**src/include/fkas_cfg.svh**
```systemverilog
// Offsets, field positions, reset values and counts for the flash key and array select block.
// Contract
// - Erase-select bit 0 chooses the erasing program
// - Erase-select bit clears when transfer finishes; a write in the same cycle is stored instead
// - Download request accepted only with key A5
// - Other key values never set download request
// - Programming and erasing enabled only with key 5A
// - Array select AA picks boot array, else user
// - Array select resets to AA in boot mode; reset loads 00, and AA is loaded once the straps settle
// - Boot array never programmable in user program mode
// - Download copies chosen program, then clears request
`ifndef FKAS_CFG_SVH
`define FKAS_CFG_SVH
`define FKAS_OFS_ERASE_SEL   8'h00
`define FKAS_OFS_KEY         8'h04
`define FKAS_OFS_ARRAY_SEL   8'h08
`define FKAS_OFS_DL_CTRL     8'h0c
`define FKAS_OFS_PROG_SEL    8'h10
`define FKAS_OFS_STATUS      8'h14
`define FKAS_BIT_CHOOSE      0
`define FKAS_BIT_DL_REQ      0
`define FKAS_KEY_DOWNLOAD    8'ha5
`define FKAS_KEY_PROGRAM     8'h5a
`define FKAS_ARRAY_BOOT      8'haa
`define FKAS_ARRAY_USER      8'h00
`define FKAS_RST_BYTE        8'h00
`define FKAS_COPY_CYCLES     16
`define FKAS_SYNC_STAGES     3
`endif

```
**src/include/fkas_pkg.sv**
```systemverilog
// Types shared by the flash key and array select block.
package fkas_pkg;
  typedef struct packed {
    logic user_prog;
    logic user_boot;
  } fkas_mode_t;

  typedef struct packed {
    logic user_prog;
    logic user_boot;
    logic copy_busy;
    logic boot_active;
    logic prog_enable;
  } fkas_status_t;

  typedef enum logic [1:0] {
    FKAS_IDLE = 2'b00,
    FKAS_COPY = 2'b01,
    FKAS_DONE = 2'b11
  } fkas_copy_state_t;
endpackage

```
**src/hdl/fkas_copier.sv**
```systemverilog
// Sequencer that paces the copy of an on-chip program into RAM.
`timescale 1ns/10ps
`include "fkas_cfg.svh"
module fkas_copier
  import fkas_pkg::*;
#(
  parameter int COPY_CYCLES = `FKAS_COPY_CYCLES
) (
  // Clock and reset
  input  wire logic pclk,
  input  wire logic presetn,
  // Control
  input  wire logic start,
  output logic      busy,
  output logic      done
);
  fkas_copy_state_t state_q;
  fkas_copy_state_t state_d;
  logic [15:0]      cnt_q;
  logic [15:0]      cnt_d;
  wire              last = (cnt_q == 16'(COPY_CYCLES - 1));

  always_comb begin
    state_d = state_q;
    cnt_d   = cnt_q;
    unique case (state_q)
      FKAS_IDLE: begin
        cnt_d = 16'h0000;
        if (start) begin
          state_d = FKAS_COPY;
        end
      end
      FKAS_COPY: begin
        cnt_d = cnt_q + 16'h0001;
        if (last) begin
          state_d = FKAS_DONE;
        end
      end
      FKAS_DONE: begin
        state_d = FKAS_IDLE;
      end
      default: begin
        state_d = FKAS_IDLE;
      end
    endcase
  end

  always_ff @(posedge pclk or negedge presetn) begin
    if (!presetn) begin
      state_q <= FKAS_IDLE;
      cnt_q   <= 16'h0000;
    end else begin
      state_q <= state_d;
      cnt_q   <= cnt_d;
    end
  end

  assign busy = (state_q != FKAS_IDLE);
  assign done = (state_q == FKAS_DONE);
endmodule

```
**src/hdl/fkas_top.sv**
```systemverilog
// Flash key, erase-program select and array select registers behind an APB slave.
`timescale 1ns/10ps
`include "fkas_cfg.svh"
module fkas_top
  import fkas_pkg::*;
#(
  parameter int COPY_CYCLES = `FKAS_COPY_CYCLES
) (
  // Clock and reset
  input  wire logic        pclk,
  input  wire logic        presetn,
  // APB slave
  input  wire logic        psel,
  input  wire logic        penable,
  input  wire logic        pwrite,
  input  wire logic [7:0]  paddr,
  input  wire logic [31:0] pwdata,
  output logic [31:0]      prdata,
  output logic             pready,
  output logic             pslverr,
  // Mode pins and CPU state
  input  wire fkas_mode_t  mode_pins,
  input  wire logic        exec_in_ram,
  // Flash control
  output logic             prog_erase_enable,
  output logic             boot_array_active,
  output logic             copy_busy,
  output logic             copy_erase_sel,
  output logic             copy_prog_sel
);
  localparam int REQ_BOUND = COPY_CYCLES + 2;

  function automatic logic hit(input logic [7:0] addr, input logic [7:0] ofs);
    hit = (addr == ofs);
  endfunction

  // Mode pins pass three flops; a change is taken once the last two agree.
  fkas_mode_t sync1_q;
  fkas_mode_t sync2_q;
  fkas_mode_t sync3_q;
  fkas_mode_t mode_q;
  logic [2:0] init_cnt_q;
  logic       init_done_q;

  always_ff @(posedge pclk or negedge presetn) begin
    if (!presetn) begin
      sync1_q <= '0;
      sync2_q <= '0;
      sync3_q <= '0;
      mode_q  <= '0;
    end else begin
      sync1_q <= mode_pins;
      sync2_q <= sync1_q;
      sync3_q <= sync2_q;
      if (sync2_q == sync3_q) begin
        mode_q <= sync3_q;
      end
    end
  end

  // The bus stalls until the straps have settled, but a read whose setup phase comes before the load returns the reset value.
  // The filtered mode needs one edge beyond the three flops, hence the extra count.
  always_ff @(posedge pclk or negedge presetn) begin
    if (!presetn) begin
      init_cnt_q  <= 3'h0;
      init_done_q <= 1'b0;
    end else if (!init_done_q) begin
      init_cnt_q  <= init_cnt_q + 3'h1;
      init_done_q <= (init_cnt_q == 3'(`FKAS_SYNC_STAGES + 1));
    end
  end
  wire init_load = !init_done_q && (init_cnt_q == 3'(`FKAS_SYNC_STAGES + 1));

  // Bus decode.
  wire access    = psel && penable && pready;
  wire wr        = access && pwrite;
  wire setup_rd  = psel && !penable && !pwrite;
  wire hit_erase = hit(paddr, `FKAS_OFS_ERASE_SEL);
  wire hit_key   = hit(paddr, `FKAS_OFS_KEY);
  wire hit_array = hit(paddr, `FKAS_OFS_ARRAY_SEL);
  wire hit_ctrl  = hit(paddr, `FKAS_OFS_DL_CTRL);
  wire hit_prog  = hit(paddr, `FKAS_OFS_PROG_SEL);
  wire hit_stat  = hit(paddr, `FKAS_OFS_STATUS);
  wire mapped    = hit_erase | hit_key | hit_array | hit_ctrl | hit_prog | hit_stat;

  logic [7:0] erase_sel_q;
  logic [7:0] prog_sel_q;
  logic [7:0] key_q;
  logic [7:0] array_sel_q;
  logic       dl_req_q;
  logic       copy_done;
  logic       copy_run;

  wire key_dl   = (key_q == `FKAS_KEY_DOWNLOAD);
  wire key_prog = (key_q == `FKAS_KEY_PROGRAM);
  wire wr_erase = wr && hit_erase;
  wire wr_prog  = wr && hit_prog;
  wire wr_array = wr && hit_array && exec_in_ram;
  wire req_set  = wr && hit_ctrl && pwdata[`FKAS_BIT_DL_REQ] && key_dl && exec_in_ram
                  && !dl_req_q;

  // Select bits: a software write in the same cycle as the end of a copy wins.
  always_ff @(posedge pclk or negedge presetn) begin
    if (!presetn) begin
      erase_sel_q <= `FKAS_RST_BYTE;
      prog_sel_q  <= `FKAS_RST_BYTE;
    end else begin
      if (wr_erase) begin
        erase_sel_q <= pwdata[7:0];
      end else if (copy_done) begin
        erase_sel_q[`FKAS_BIT_CHOOSE] <= 1'b0;
      end
      if (wr_prog) begin
        prog_sel_q <= pwdata[7:0];
      end else if (copy_done) begin
        prog_sel_q[`FKAS_BIT_CHOOSE] <= 1'b0;
      end
    end
  end

  always_ff @(posedge pclk or negedge presetn) begin
    if (!presetn) begin
      key_q <= `FKAS_RST_BYTE;
    end else if (wr && hit_key) begin
      key_q <= pwdata[7:0];
    end
  end

  always_ff @(posedge pclk or negedge presetn) begin
    if (!presetn) begin
      array_sel_q <= `FKAS_ARRAY_USER;
    end else if (init_load) begin
      array_sel_q <= mode_q.user_boot ? `FKAS_ARRAY_BOOT : `FKAS_ARRAY_USER;
    end else if (wr_array) begin
      array_sel_q <= pwdata[7:0];
    end
  end

  // The request bit holds for the whole copy and drops when it ends.
  always_ff @(posedge pclk or negedge presetn) begin
    if (!presetn) begin
      dl_req_q <= 1'b0;
    end else if (req_set) begin
      dl_req_q <= 1'b1;
    end else if (copy_done) begin
      dl_req_q <= 1'b0;
    end
  end

  fkas_copier #(
    .COPY_CYCLES (COPY_CYCLES)
  ) u_copier (
    .pclk    (pclk),
    .presetn (presetn),
    .start   (req_set),
    .busy    (copy_run),
    .done    (copy_done)
  );

  // Any key byte other than an exact match grants nothing.
  assign boot_array_active = (array_sel_q == `FKAS_ARRAY_BOOT);
  assign prog_erase_enable = key_prog && !(mode_q.user_prog && boot_array_active);
  assign copy_busy         = copy_run;
  assign copy_erase_sel    = erase_sel_q[`FKAS_BIT_CHOOSE];
  assign copy_prog_sel     = prog_sel_q[`FKAS_BIT_CHOOSE];

  fkas_status_t status;
  assign status = '{user_prog: mode_q.user_prog, user_boot: mode_q.user_boot,
                    copy_busy: copy_run, boot_active: boot_array_active,
                    prog_enable: prog_erase_enable};

  // The request bit is write-only and reads as zero.
  wire [7:0] rd_mux = hit_erase ? erase_sel_q :
                      hit_key   ? key_q :
                      hit_array ? array_sel_q :
                      hit_prog  ? prog_sel_q :
                      hit_stat  ? {3'h0, status} : 8'h00;

  logic [7:0] rdata_q;
  always_ff @(posedge pclk or negedge presetn) begin
    if (!presetn) begin
      rdata_q <= 8'h00;
    end else if (setup_rd) begin
      rdata_q <= rd_mux;
    end
  end

  assign prdata  = {24'h000000, rdata_q};
  assign pready  = init_done_q;
  assign pslverr = access && !mapped;
endmodule

```
**config.mk**
```make
export PLATFORM = sky130hd
export DESIGN_NAME = fkas_top
export DESIGN_NICKNAME = d
export VERILOG_FILES = /design/src/include/fkas_pkg.sv /design/src/hdl/fkas_copier.sv /design/src/hdl/fkas_top.sv
export VERILOG_INCLUDE_DIRS = /design/src /design/src/include
export SDC_FILE = /design/constraint.sdc
export NUM_CORES = 1
export LEC_CHECK = 0
export ABC_AREA = 1
export ABC_CLOCK_PERIOD_IN_PS = 1300
export BUFFER_PORTS_ARGS = -buffer_cell sky130_fd_sc_hd__buf_2
export CELL_PAD_IN_SITES_DETAIL_PLACEMENT = 0
export CELL_PAD_IN_SITES_GLOBAL_PLACEMENT = 1
export CORE_ASPECT_RATIO = 1.75
export CORE_UTILIZATION = 36
export DETAILED_ROUTE_END_ITERATION = 10
export PLACE_DENSITY = 0.73
export SLEW_MARGIN = 30
export SYNTH_ARGS = -nofsm -noshare
export SYNTH_HDL_FRONTEND = slang
export SYNTH_SLANG_ARGS = --single-unit
```
**constraint.sdc**
```tcl
create_clock -name pclk -period 1.3 [get_ports pclk]
set_input_delay 0.065 -clock pclk [delete_from_list [all_inputs] [get_ports pclk]]
set_output_delay 0.065 -clock pclk [all_outputs]
set_load 0.01 [all_outputs]
```
==> impl_metrics.json, run 1 <==
{
  "instance_count_of_the_mapped_netlist": 459,
  "layout_min_cycle_time_ps": 1400,
  "finalPower_mw": 5.65,
  "cts_tree": "done",
  "first_iter_violations": 134,
  "synth.yosys.warnings": 0,
  "synth_mux_area_share_pct": 0.578,
  "postSynth.asyncResetShare_pct": 100,
  "critical_path.top_delay_family": "simple AND/OR/NAND/NOR gates",
  "wl_per_cell_um": 14.9,
  "whs_path_depth": 3,
  "core_area_um2": 10400,
  "drv_cap": 0,
  "clock.fmax_mhz": 715,
  "finish.net_count": 607,
  "power_leakage_nw": 2.56,
  "drc_errors": 0,
  "final_core_utilization_pct": 50.8,
  "netlist_area_um2": 3890,
  "setup_violations": 31,
  "insertedDiodeCount": 0,
  "r2r-end": "u_copier.cnt_q[12]",
  "crit_path_top_delay_cell": "dfrtp_1",
  "detailed_place_hpwl_um": 7550,
  "timing.critical_path.buf_inv": 0,
  "cpPeakStageDelay_ps": 390,
  "timing.hold.worst_endpoint": "erase_sel_q[2]",
  "number_of_unique_standard_cell_types_used_by_synthesis": 42,
  "synth_simple_gate_area_share_pct": 28.5,
  "worstSetupPathType": "register to register",
  "synthesized_area_fraction_occupied_by_adder_cells_pct": 0.964,
  "rsz0062_at_grt": "true",
  "ir_worst_vdd_uv": 766,
  "synth_xor_xnor_area_share_pct": 1.12,
  "clock_path_buffers": 2,
  "fin_crit_sh_pct": 108,
  "crit_fanout": 6,
  "worst_hold_startpoint": "pwdata[2]",
  "timing.critical_path.from_type": "register",
  "antenna_violations_before_repair": 0,
  "ctsHtreeMaxLevel": 3,
  "area.growth.synth_to_final_pct": 35.8,
  "crit_chain": "ha_2 > nand2_2 > nor2_4 > nand2_2 > nor2_4 > nand2_2 > o21ai_2 > nor2_1",
  "portbufs": 38,
  "synth_seq_area_share_pct": 45.6,
  "synth_edf_count": 0,
  "worst_hold_slack_ps": 81.9,
  "pwr_density_cell_nw_per_um2": 1070,
  "vertical_extent_of_the_die_um": 140,
  "clock_pin_slew_of_the_registers_on_the_worst_case_setup_and_hold_paths_ps": 60,
  "numCtsBuffers": 9,
  "grt_use_total_pct": 18.8,
  "postRouteAntennaNets": 0,
  "dieWidth_um": 80.6,
  "drt_pre_antenna_iters": 4,
  "final_cells": 688,
  "number_of_global_route_vias_before_repair": 3315,
  "worst-r2r-setup-slack_ps": -100,
  "starting_density_of_the_core_pct": 37.4,
  "finalWeightedCongestion": 0.870,
  "clk_latency_ps": 330,
  "timing.final.hold_violations": 0,
  "row_count": 49,
  "ys_dominant_reg_cell": "dfrtp_1",
  "cts-root-buf": "clkbuf_16",
  "pin_count": 87,
  "post_synth.cell_area_avg_um2": 8.49,
  "timing.critical_path.required_ps": 1520,
  "grt_start_max_net_pins": 36,
  "worst-endpoint-arrival_ps": 1620,
  "clk_sinks": 71,
  "global_route_wire_length_before_repair_um": 16000,
  "outcome": "finished, violations left",
  "critical_path_most_common_cell": "nand2_2",
  "final_critical_path_setup_slack_ps": -99.5,
  "yosys_register_bits": 71,
  "final-max-slew-violation-count": 0,
  "viasPerCell": 4.81,
  "place_inst": 645,
  "reg2reg_from": "u_copier.cnt_q[1]",
  "synth_top_family_by_area": "simple AND/OR/NAND/NOR gates",
  "totalWireLength_um": 10200,
  "clock_skew_ps": 6.10,
  "critPathCaptureType": "register",
  "overflow": 0,
  "synth_compound_area_share_pct": 11.8,
  "routed-via-count": 3308,
  "place_ws_ps": -119,
  "reg2regPathDepth": 8,
  "failed_checks": "setup timing",
  "hold_path_class": "input port to register",
  "fp.dieArea_um2": 11300,
  "final_layout_size_suffix_gt1_share_pct": 41.2
}
registers in the layout, indices dropped and copies added, names as in the netlist, 3 cells and up:
name and cells:
prog_sel_q 8, key_q 8, rdata_q 8, array_sel_q 8, init_cnt_q 3, erase_sel_q 8, u_copier.cnt_q 16
layout by cell type (no fill, tap or decap), drive strengths merged, types with 4 or more instances in the layout:
| master | count |
|---|---|
| nand2 | 121 |
| buf | 86 |
| dfrtp | 71 |
| inv | 54 |
| nor2 | 51 |
| o21ai | 45 |
| nand3 | 32 |
| conb | 24 |
| a21oi | 16 |
| clkbuf | 11 |
| nand4 | 9 |
| nor3 | 7 |
| dlygate4sd3 | 4 |
| clkinv | 4 |
| o22ai | 4 |
cell families after synthesis:
family,count (synthesis)
and+or+nand+nor,222
buffers and inverters,86
DFF,71
AOI/OAI and AO/OA,69
xor gates and xnor gates,5
adders and majority gates,3
muxes,2
other,1
how the worst max path moves through the flow:
stage,startpoint,end,slack [ps],cells past startpoint
after floorplan,pready,prog_sel_q[2],-20,6
after global placement,u_copier.cnt_q[2],u_copier.cnt_q[13],-100,7
final,u_copier.cnt_q[1],u_copier.cnt_q[12],-100,8
after CTS,u_copier.cnt_q[1],u_copier.cnt_q[12],-100,8
after global routing,u_copier.cnt_q[1],u_copier.cnt_q[12],-190,8
after detailed placement,init_cnt_q[1],array_sel_q[3],-120,8
what timing repair did:
item / CTS / global route
cloned: 1 / 2
gates resized for setup: 26 / 71
hold buffers: 4 / 0
endpoints found under the hold margin: 74 / 0
buffers inserted: 5 / 16
pin swaps: 10 / 25
endpoints found under the setup margin: 19 / 50
routing by layer:
metal	vias up	wire (um)	global-route usage [%]
li1	1634	-	-
met1	1587	3640	18.5
met2	66	6020	35.4
met3	21	241	3.74
met4	0	340	9.96
met5	-	0	0
cell usage after synthesis (2+ instances only):
library cell / number / share of area, %
a21oi_1: 16 / 2.1
buf_2: 2 / 0.26
buf_4: 24 / 4.6
buf_6: 3 / 0.87
dfrtp_1: 71 / 46
ha_1: 3 / 0.96
inv_1: 48 / 4.6
inv_2: 6 / 0.58
mux2_2: 2 / 0.58
nand2_1: 106 / 10
nand2_2: 7 / 1.1
nand2_4: 4 / 1.2
nand3_1: 28 / 3.6
nand3_2: 3 / 0.77
nand4_1: 9 / 1.4
nor2_1: 40 / 3.9
nor2_2: 5 / 0.80
nor2_4: 4 / 1.2
nor2_8: 2 / 1.0
nor3_1: 4 / 0.51
nor3_2: 2 / 0.51
nor4_1: 2 / 0.32
o21ai_0: 13 / 1.7
o21ai_1: 6 / 0.77
o21ai_2: 26 / 5.8
o22ai_1: 4 / 0.64
xnor2_1: 3 / 0.67
xor2_1: 2 / 0.45
cell type report:
type / count / area [um^2]
inverters: 56 / 221
clock buffers: 11 / 253
repair buffers: 90 / 678
flip-flops and latches: 71 / 1780
clock inverters: 5 / 104
fillers: 975 / 5130
multi-input cells: 328 / 2100
well taps: 127 / 159
worst reg2reg max path, cell delays in order (launching register included):
cell and delay, ps:
dfrtp_1 390, ha_2 210, nand2_2 80, nor2_4 90, nand2_2 80, nor2_4 180, nand2_2 90, o21ai_2 110
nor2_1 50
stage by stage:
stage / TNS (ps) / instance area [um^2]
finish: -1630 / 5290
global placement: -770 / 4340
floorplan: -90.6 / 3990
CTS: -842 / 4860
global route: -4150 / 5290
detailed placement: -1240 / 4340
report_power, final:
| group | switching (mW) | internal [mW] |
|---|---|---|
| combinational | 0.248 | 0.159 |
| sequential | 0.0535 | 2.27 |
| clock | 0.937 | 1.98 |
Power figures use the tool's default switching activity.
==> run 2, diff against run 1 <==
--- a/config.mk
+++ b/config.mk
@@ -7,14 +7,14 @@
 export NUM_CORES = 1
 export LEC_CHECK = 0
 export ABC_AREA = 1
-export ABC_CLOCK_PERIOD_IN_PS = 1300
+export ABC_CLOCK_PERIOD_IN_PS = 1800
 export BUFFER_PORTS_ARGS = -buffer_cell sky130_fd_sc_hd__buf_2
 export CELL_PAD_IN_SITES_DETAIL_PLACEMENT = 0
 export CELL_PAD_IN_SITES_GLOBAL_PLACEMENT = 1
 export CORE_ASPECT_RATIO = 1.75
-export CORE_UTILIZATION = 36
+export CORE_UTILIZATION = 43
 export DETAILED_ROUTE_END_ITERATION = 10
-export PLACE_DENSITY = 0.73
+export PLACE_DENSITY = 0.82
 export SLEW_MARGIN = 30
 export SYNTH_ARGS = -nofsm -noshare
 export SYNTH_HDL_FRONTEND = slang
==> constraint.sdc (replaced) <==
create_clock -name pclk -period 1.8 [get_ports pclk]
set_input_delay 0.09 -clock pclk [delete_from_list [all_inputs] [get_ports pclk]]
set_output_delay 0.09 -clock pclk [all_outputs]
set_load 0.01 [all_outputs]
==> impl_metrics.json, run 2 (synthesized netlist as in run 1, its figures left out) <==
{
  "cts-root-buf": "clkbuf_16",
  "viasPerCell": 4.89,
  "fp.dieArea_um2": 9460,
  "ir_worst_vdd_uv": 452,
  "setup_violations": 0,
  "finish.net_count": 559,
  "fin_tns_setup_ps": 0,
  "clock.fmax_mhz": 628,
  "reg2reg_from": "init_cnt_q[0]",
  "drt_pre_antenna_iters": 4,
  "number_of_global_route_vias_before_repair": 3038,
  "clock_path_buffers": 2,
  "cts_tree": "done",
  "most-common-layout-cells": "nand2_1, dfrtp_1, inv_1",
  "grt_use_total_pct": 20.9,
  "clock_skew_ps": 4.97,
  "largest_register_ffs": 16,
  "pwr_density_cell_nw_per_um2": 832,
  "global_route_wire_length_before_repair_um": 14600,
  "row_count": 45,
  "critical_path.top_delay_family": "simple AND/OR/NAND/NOR gates",
  "clk_sinks": 71,
  "worst-endpoint-arrival_ps": 1500,
  "whs_path_depth": 3,
  "postRouteAntennaNets": 0,
  "rsz0062_at_grt": "false",
  "wl_per_cell_um": 14.0,
  "final_layout_size_suffix_gt1_share_pct": 24.2,
  "area.growth.synth_to_final_pct": 14.8,
  "reg2regPathDepth": 7,
  "starting_density_of_the_core_pct": 44.6,
  "grt_start_max_net_pins": 43,
  "timing.hold.worst_endpoint": "array_sel_q[6]",
  "pin_count": 87,
  "timing.critical_path.from_type": "register",
  "layout_min_cycle_time_ps": 1590,
  "timing.critical_path.buf_inv": 1,
  "worst_hold_startpoint": "pwdata[6]",
  "ctsHtreeMaxLevel": 3,
  "antenna_violations_before_repair": 0,
  "largest-register": "u_copier.cnt_q",
  "crit_path_top_delay_cell": "dfrtp_1",
  "outcome": "finished clean",
  "finalWeightedCongestion": 0.925,
  "worst-r2r-setup-slack_ps": 230,
  "timing.critical_path.required_ps": 1710,
  "crit_chain": "nand3_2 > nor4_1 > buf_2",
  "insertedDiodeCount": 0,
  "mostFrequentLayoutCell": "nand2_1",
  "timing.final.hold_violations": 0,
  "dieWidth_um": 73.9,
  "place_ws_ps": 217,
  "vertical_extent_of_the_die_um": 128,
  "hold_path_class": "input port to register",
  "worstSetupPathType": "register to output pin",
  "crit_fanout": 5,
  "drv_cap": 0,
  "cpPeakStageDelay_ps": 440,
  "routed-via-count": 3078,
  "core_area_um2": 8730,
  "overflow": 0,
  "clock_pin_slew_of_the_registers_on_the_worst_case_setup_and_hold_paths_ps": 60,
  "detailed_place_hpwl_um": 6910,
  "final-max-slew-violation-count": 0,
  "fin_crit_sh_pct": 88.5,
  "post-cts-setup-buffers": 0,
  "drc_errors": 0,
  "final_critical_path_setup_slack_ps": 208,
  "numCtsBuffers": 9,
  "r2r-end": "array_sel_q[2]",
  "critPathCaptureType": "output pin",
  "power_leakage_nw": 2.27,
  "first_iter_violations": 124,
  "totalWireLength_um": 8820,
  "clk_latency_ps": 330,
  "portbufs": 38
}
## run 2: cell types whose count changed in the layout (fill, tap and decap cells not counted), moves of 7 or more
cell,before,now
buf_4,39,3
nand2_1,87,106
nand2_2,22,7
inv_1,38,48
buf_6,8,0
inv_2,14,6
nor2_1,33,40
## run 2: layer usage
layer  global-route usage, %  up-vias  share of wire (%)
met2                    36.8       84                 54
met4                    14.4        0                5.2
li1                        -     1532                  -
met5                       0        -                  0
met1                    21.4     1432                 37
met3                    4.40       30                3.6
## run 2: tightest hold or removal path, stage by stage
cell,delay [ps]
buf_2,140
nand3_2,80
o21ai_2,40
## run 2: per-stage QoR
step | instance area [um^2] | power (mW) | cells | hold slack, ps | utilization, %
finish | 4470 | 3.72 | 630 | 55.1 | 51.3
global route | 4470 | 3.88 | 630 | 42.5 | 51.3
CTS | 4470 | 3.77 | 630 | 46.8 | 51.3
detailed placement | 4130 | 1.94 | 611 | 78.0 | 47.4
global placement | 4130 | 1.94 | 611 | 74.0 | 47.4
floorplan | 3980 | 1.86 | 482 | -206 | -
## run 2: power by group
part / total [mW] / switching [mW] / internal (mW) / leakage [nW]
logic: 0.239 / 0.160 / 0.0796 / 1.16
clock network: 1.81 / 0.627 / 1.18 / 0.156
registers: 1.68 / 0.0352 / 1.64 / 0.949
total: 3.72 / 0.822 / 2.90 / 2.27
## run 2: worst max path at each step
stage,from,end,slack [ps],cells after the start
final,pready,pslverr,210,3
after global placement,init_cnt_q[0],array_sel_q[4],270,7
after global routing,pready,pslverr,60,3
after detailed placement,init_cnt_q[0],array_sel_q[0],220,7
after floorplan,init_cnt_q[0],array_sel_q[0],480,7
after CTS,init_cnt_q[0],array_sel_q[2],200,7
## run 2: what timing repair did
| item | in CTS | in global routing |
|---|---|---|
| hold buffers | 3 | 0 |
| endpoints found under the hold margin | 20 | 0 |
| endpoints found under the setup margin | 0 | 0 |
| resized for setup | 0 | 0 |
## run 2: layout make-up
class | count | area, um^2
Sequential cell | 71 | 1780
Multi-Input combinational cell | 325 | 1760
Clock buffer | 13 | 270
Inverter | 56 | 214
Clock inverter | 3 | 40.0
Tap cell | 117 | 146
Timing Repair Buffer | 45 | 263
Fill cell | 838 | 4250
==> run 3, diff against run 2 <==
--- a/config.mk
+++ b/config.mk
@@ -14,7 +14,7 @@
 export CORE_ASPECT_RATIO = 1.75
 export CORE_UTILIZATION = 43
 export DETAILED_ROUTE_END_ITERATION = 10
-export PLACE_DENSITY = 0.82
+export PLACE_DENSITY_LB_ADDON = 0.1
 export SLEW_MARGIN = 30
 export SYNTH_ARGS = -nofsm -noshare
 export SYNTH_HDL_FRONTEND = slang
==> impl_metrics.json, run 3 (synthesized netlist as in run 1, its figures left out) <==
{
  "post-cts-setup-buffers": 0,
  "finish.net_count": 560,
  "final_layout_size_suffix_gt1_share_pct": 24.1,
  "grt_start_max_net_pins": 43,
  "global_route_wire_length_before_repair_um": 15200,
  "layout_min_cycle_time_ps": 1650,
  "fin_tns_setup_ps": 0,
  "crit_chain": "nand3_2 > nor4_1 > buf_2",
  "clk_latency_ps": 330,
  "timing.hold.worst_endpoint": "array_sel_q[6]",
  "ir_worst_vdd_uv": 491,
  "total_cell_area_at_the_placement_stage_um2": 4140,
  "outcome": "finished clean",
  "final_cells": 631,
  "finalWeightedCongestion": 0.869,
  "crit_path_top_delay_cell": "dfrtp_1",
  "overflow": 0,
  "r2r-end": "u_copier.cnt_q[12]",
  "n_fill_cell": 882,
  "vertical_extent_of_the_die_um": 128,
  "most-common-layout-cells": "nand2_1, dfrtp_1, inv_1",
  "setup_violations": 0,
  "portbufs": 38,
  "cts_tree": "done",
  "wl_per_cell_um": 14.5,
  "first_iter_violations": 122,
  "timing.final.hold_violations": 0,
  "pwr_density_cell_nw_per_um2": 819,
  "whs_path_depth": 3,
  "final-max-slew-violation-count": 0,
  "place_inst": 612,
  "dieWidth_um": 73.9,
  "timing.critical_path.from_type": "register",
  "worst-r2r-setup-slack_ps": 350,
  "timing.critical_path.required_ps": 1710,
  "routed-via-count": 3069,
  "ctsHtreeMaxLevel": 3,
  "mostFrequentLayoutCell": "nand2_1",
  "critPathCaptureType": "output pin",
  "worst_hold_slack_ps": 23.5,
  "area.growth.synth_to_final_pct": 14.6,
  "grt_use_total_pct": 22.2,
  "drt_pre_antenna_iters": 5,
  "pin_count": 87,
  "fp.dieArea_um2": 9460,
  "viasPerCell": 4.86,
  "detailed_place_hpwl_um": 7150,
  "numCtsBuffers": 9,
  "rsz0062_at_grt": "false",
  "insertedDiodeCount": 0,
  "clock_skew_ps": 5.67,
  "hold_path_class": "input port to register",
  "cpPeakStageDelay_ps": 450,
  "largest-register": "u_copier.cnt_q",
  "drc_errors": 0,
  "worst_hold_startpoint": "pwdata[6]",
  "worst-endpoint-arrival_ps": 1560,
  "antenna_violations_before_repair": 0,
  "crit_fanout": 5,
  "drv_cap": 0,
  "reg2regPathDepth": 8,
  "totalWireLength_um": 9150,
  "clock.fmax_mhz": 605,
  "core_area_um2": 8730,
  "finish.instance_area_um2": 4460,
  "fin_crit_sh_pct": 91.9,
  "multi_input_comb_area_um2": 1760,
  "largest_register_ffs": 16,
  "ff_latch_area_um2": 1780,
  "postRouteAntennaNets": 0,
  "worstSetupPathType": "register to output pin",
  "clk_sinks": 71,
  "clock_path_buffers": 2,
  "power_leakage_nw": 2.26,
  "number_of_global_route_vias_before_repair": 3091,
  "row_count": 45,
  "cts-root-buf": "clkbuf_16",
  "reg2reg_from": "u_copier.state_q[1]",
  "starting_density_of_the_core_pct": 44.6,
  "clock_pin_slew_of_the_registers_on_the_worst_case_setup_and_hold_paths_ps": 60
}
==> run 3: changes by cell type in the layout (fill, tap and decap cells not counted), sizes merged <==
cell,before,now
clkbuf,13,12
clkinv,3,4
buf,42,43
==> run 3: worst max-delay path by stage <==
stage	slack, ps	endpoint	cells past startpoint	from
after floorplan	480	array_sel_q[0]	7	init_cnt_q[0]
after global placement	370	u_copier.cnt_q[12]	8	u_copier.state_q[1]
after detailed placement	330	u_copier.cnt_q[12]	8	u_copier.state_q[1]
after CTS	120	pslverr	3	pready
after global routing	110	pslverr	3	pready
final	150	pslverr	3	pready
==> run 3: metal layers <==
layer	vias up	global-route usage (%)	share of wire [%]
met5	-	0	0
met4	0	14.8	5.5
met3	25	3.38	2.3
met2	62	39.3	56
met1	1448	23.5	37
li1	1534	-	-
==> run 3: cell type report <==
| type | count | area share, % |
|---|---|---|
| clock buffer | 12 | 5.52 |
| multi-input combinational | 325 | 39.5 |
| sequential | 71 | 39.8 |
| tap | 117 | 3.28 |
| clock inverter | 4 | 1.01 |
| inverter | 56 | 4.80 |
| timing repair buffer | 46 | 6.06 |
==> run 3: worst max-delay path: cells and delay by family (launching register included) <==
kind                   cells  cell delay, ps
buffers and inverters      1             190
DFF                        1             450
and+or+nand+nor            2             590
==> run 3: what timing repair did <==
| action | CTS | global route |
|---|---|---|
| hold endpoints to repair | 54 | 0 |
| gates resized for setup | 0 | 0 |
| hold buffers | 3 | 0 |
==> run 3: metrics by stage <==
step           util [%]  worst slack, ps  power [mW]
4_1_cts            51.1              123        3.71
5_1_grt            51.1              114        3.81
3_5_place_dp       47.4              332        1.94
6_report           51.1              146        3.66
3_3_place_gp       47.4              369        1.94
2_1_floorplan         -              478        1.86
==> run 3: power by group <==
| part | internal [mW] | total (mW) | switching (mW) |
|---|---|---|---|
| clock network | 1.10 | 1.74 | 0.640 |
| logic | 0.0797 | 0.241 | 0.161 |
| registers | 1.64 | 1.67 | 0.0309 |
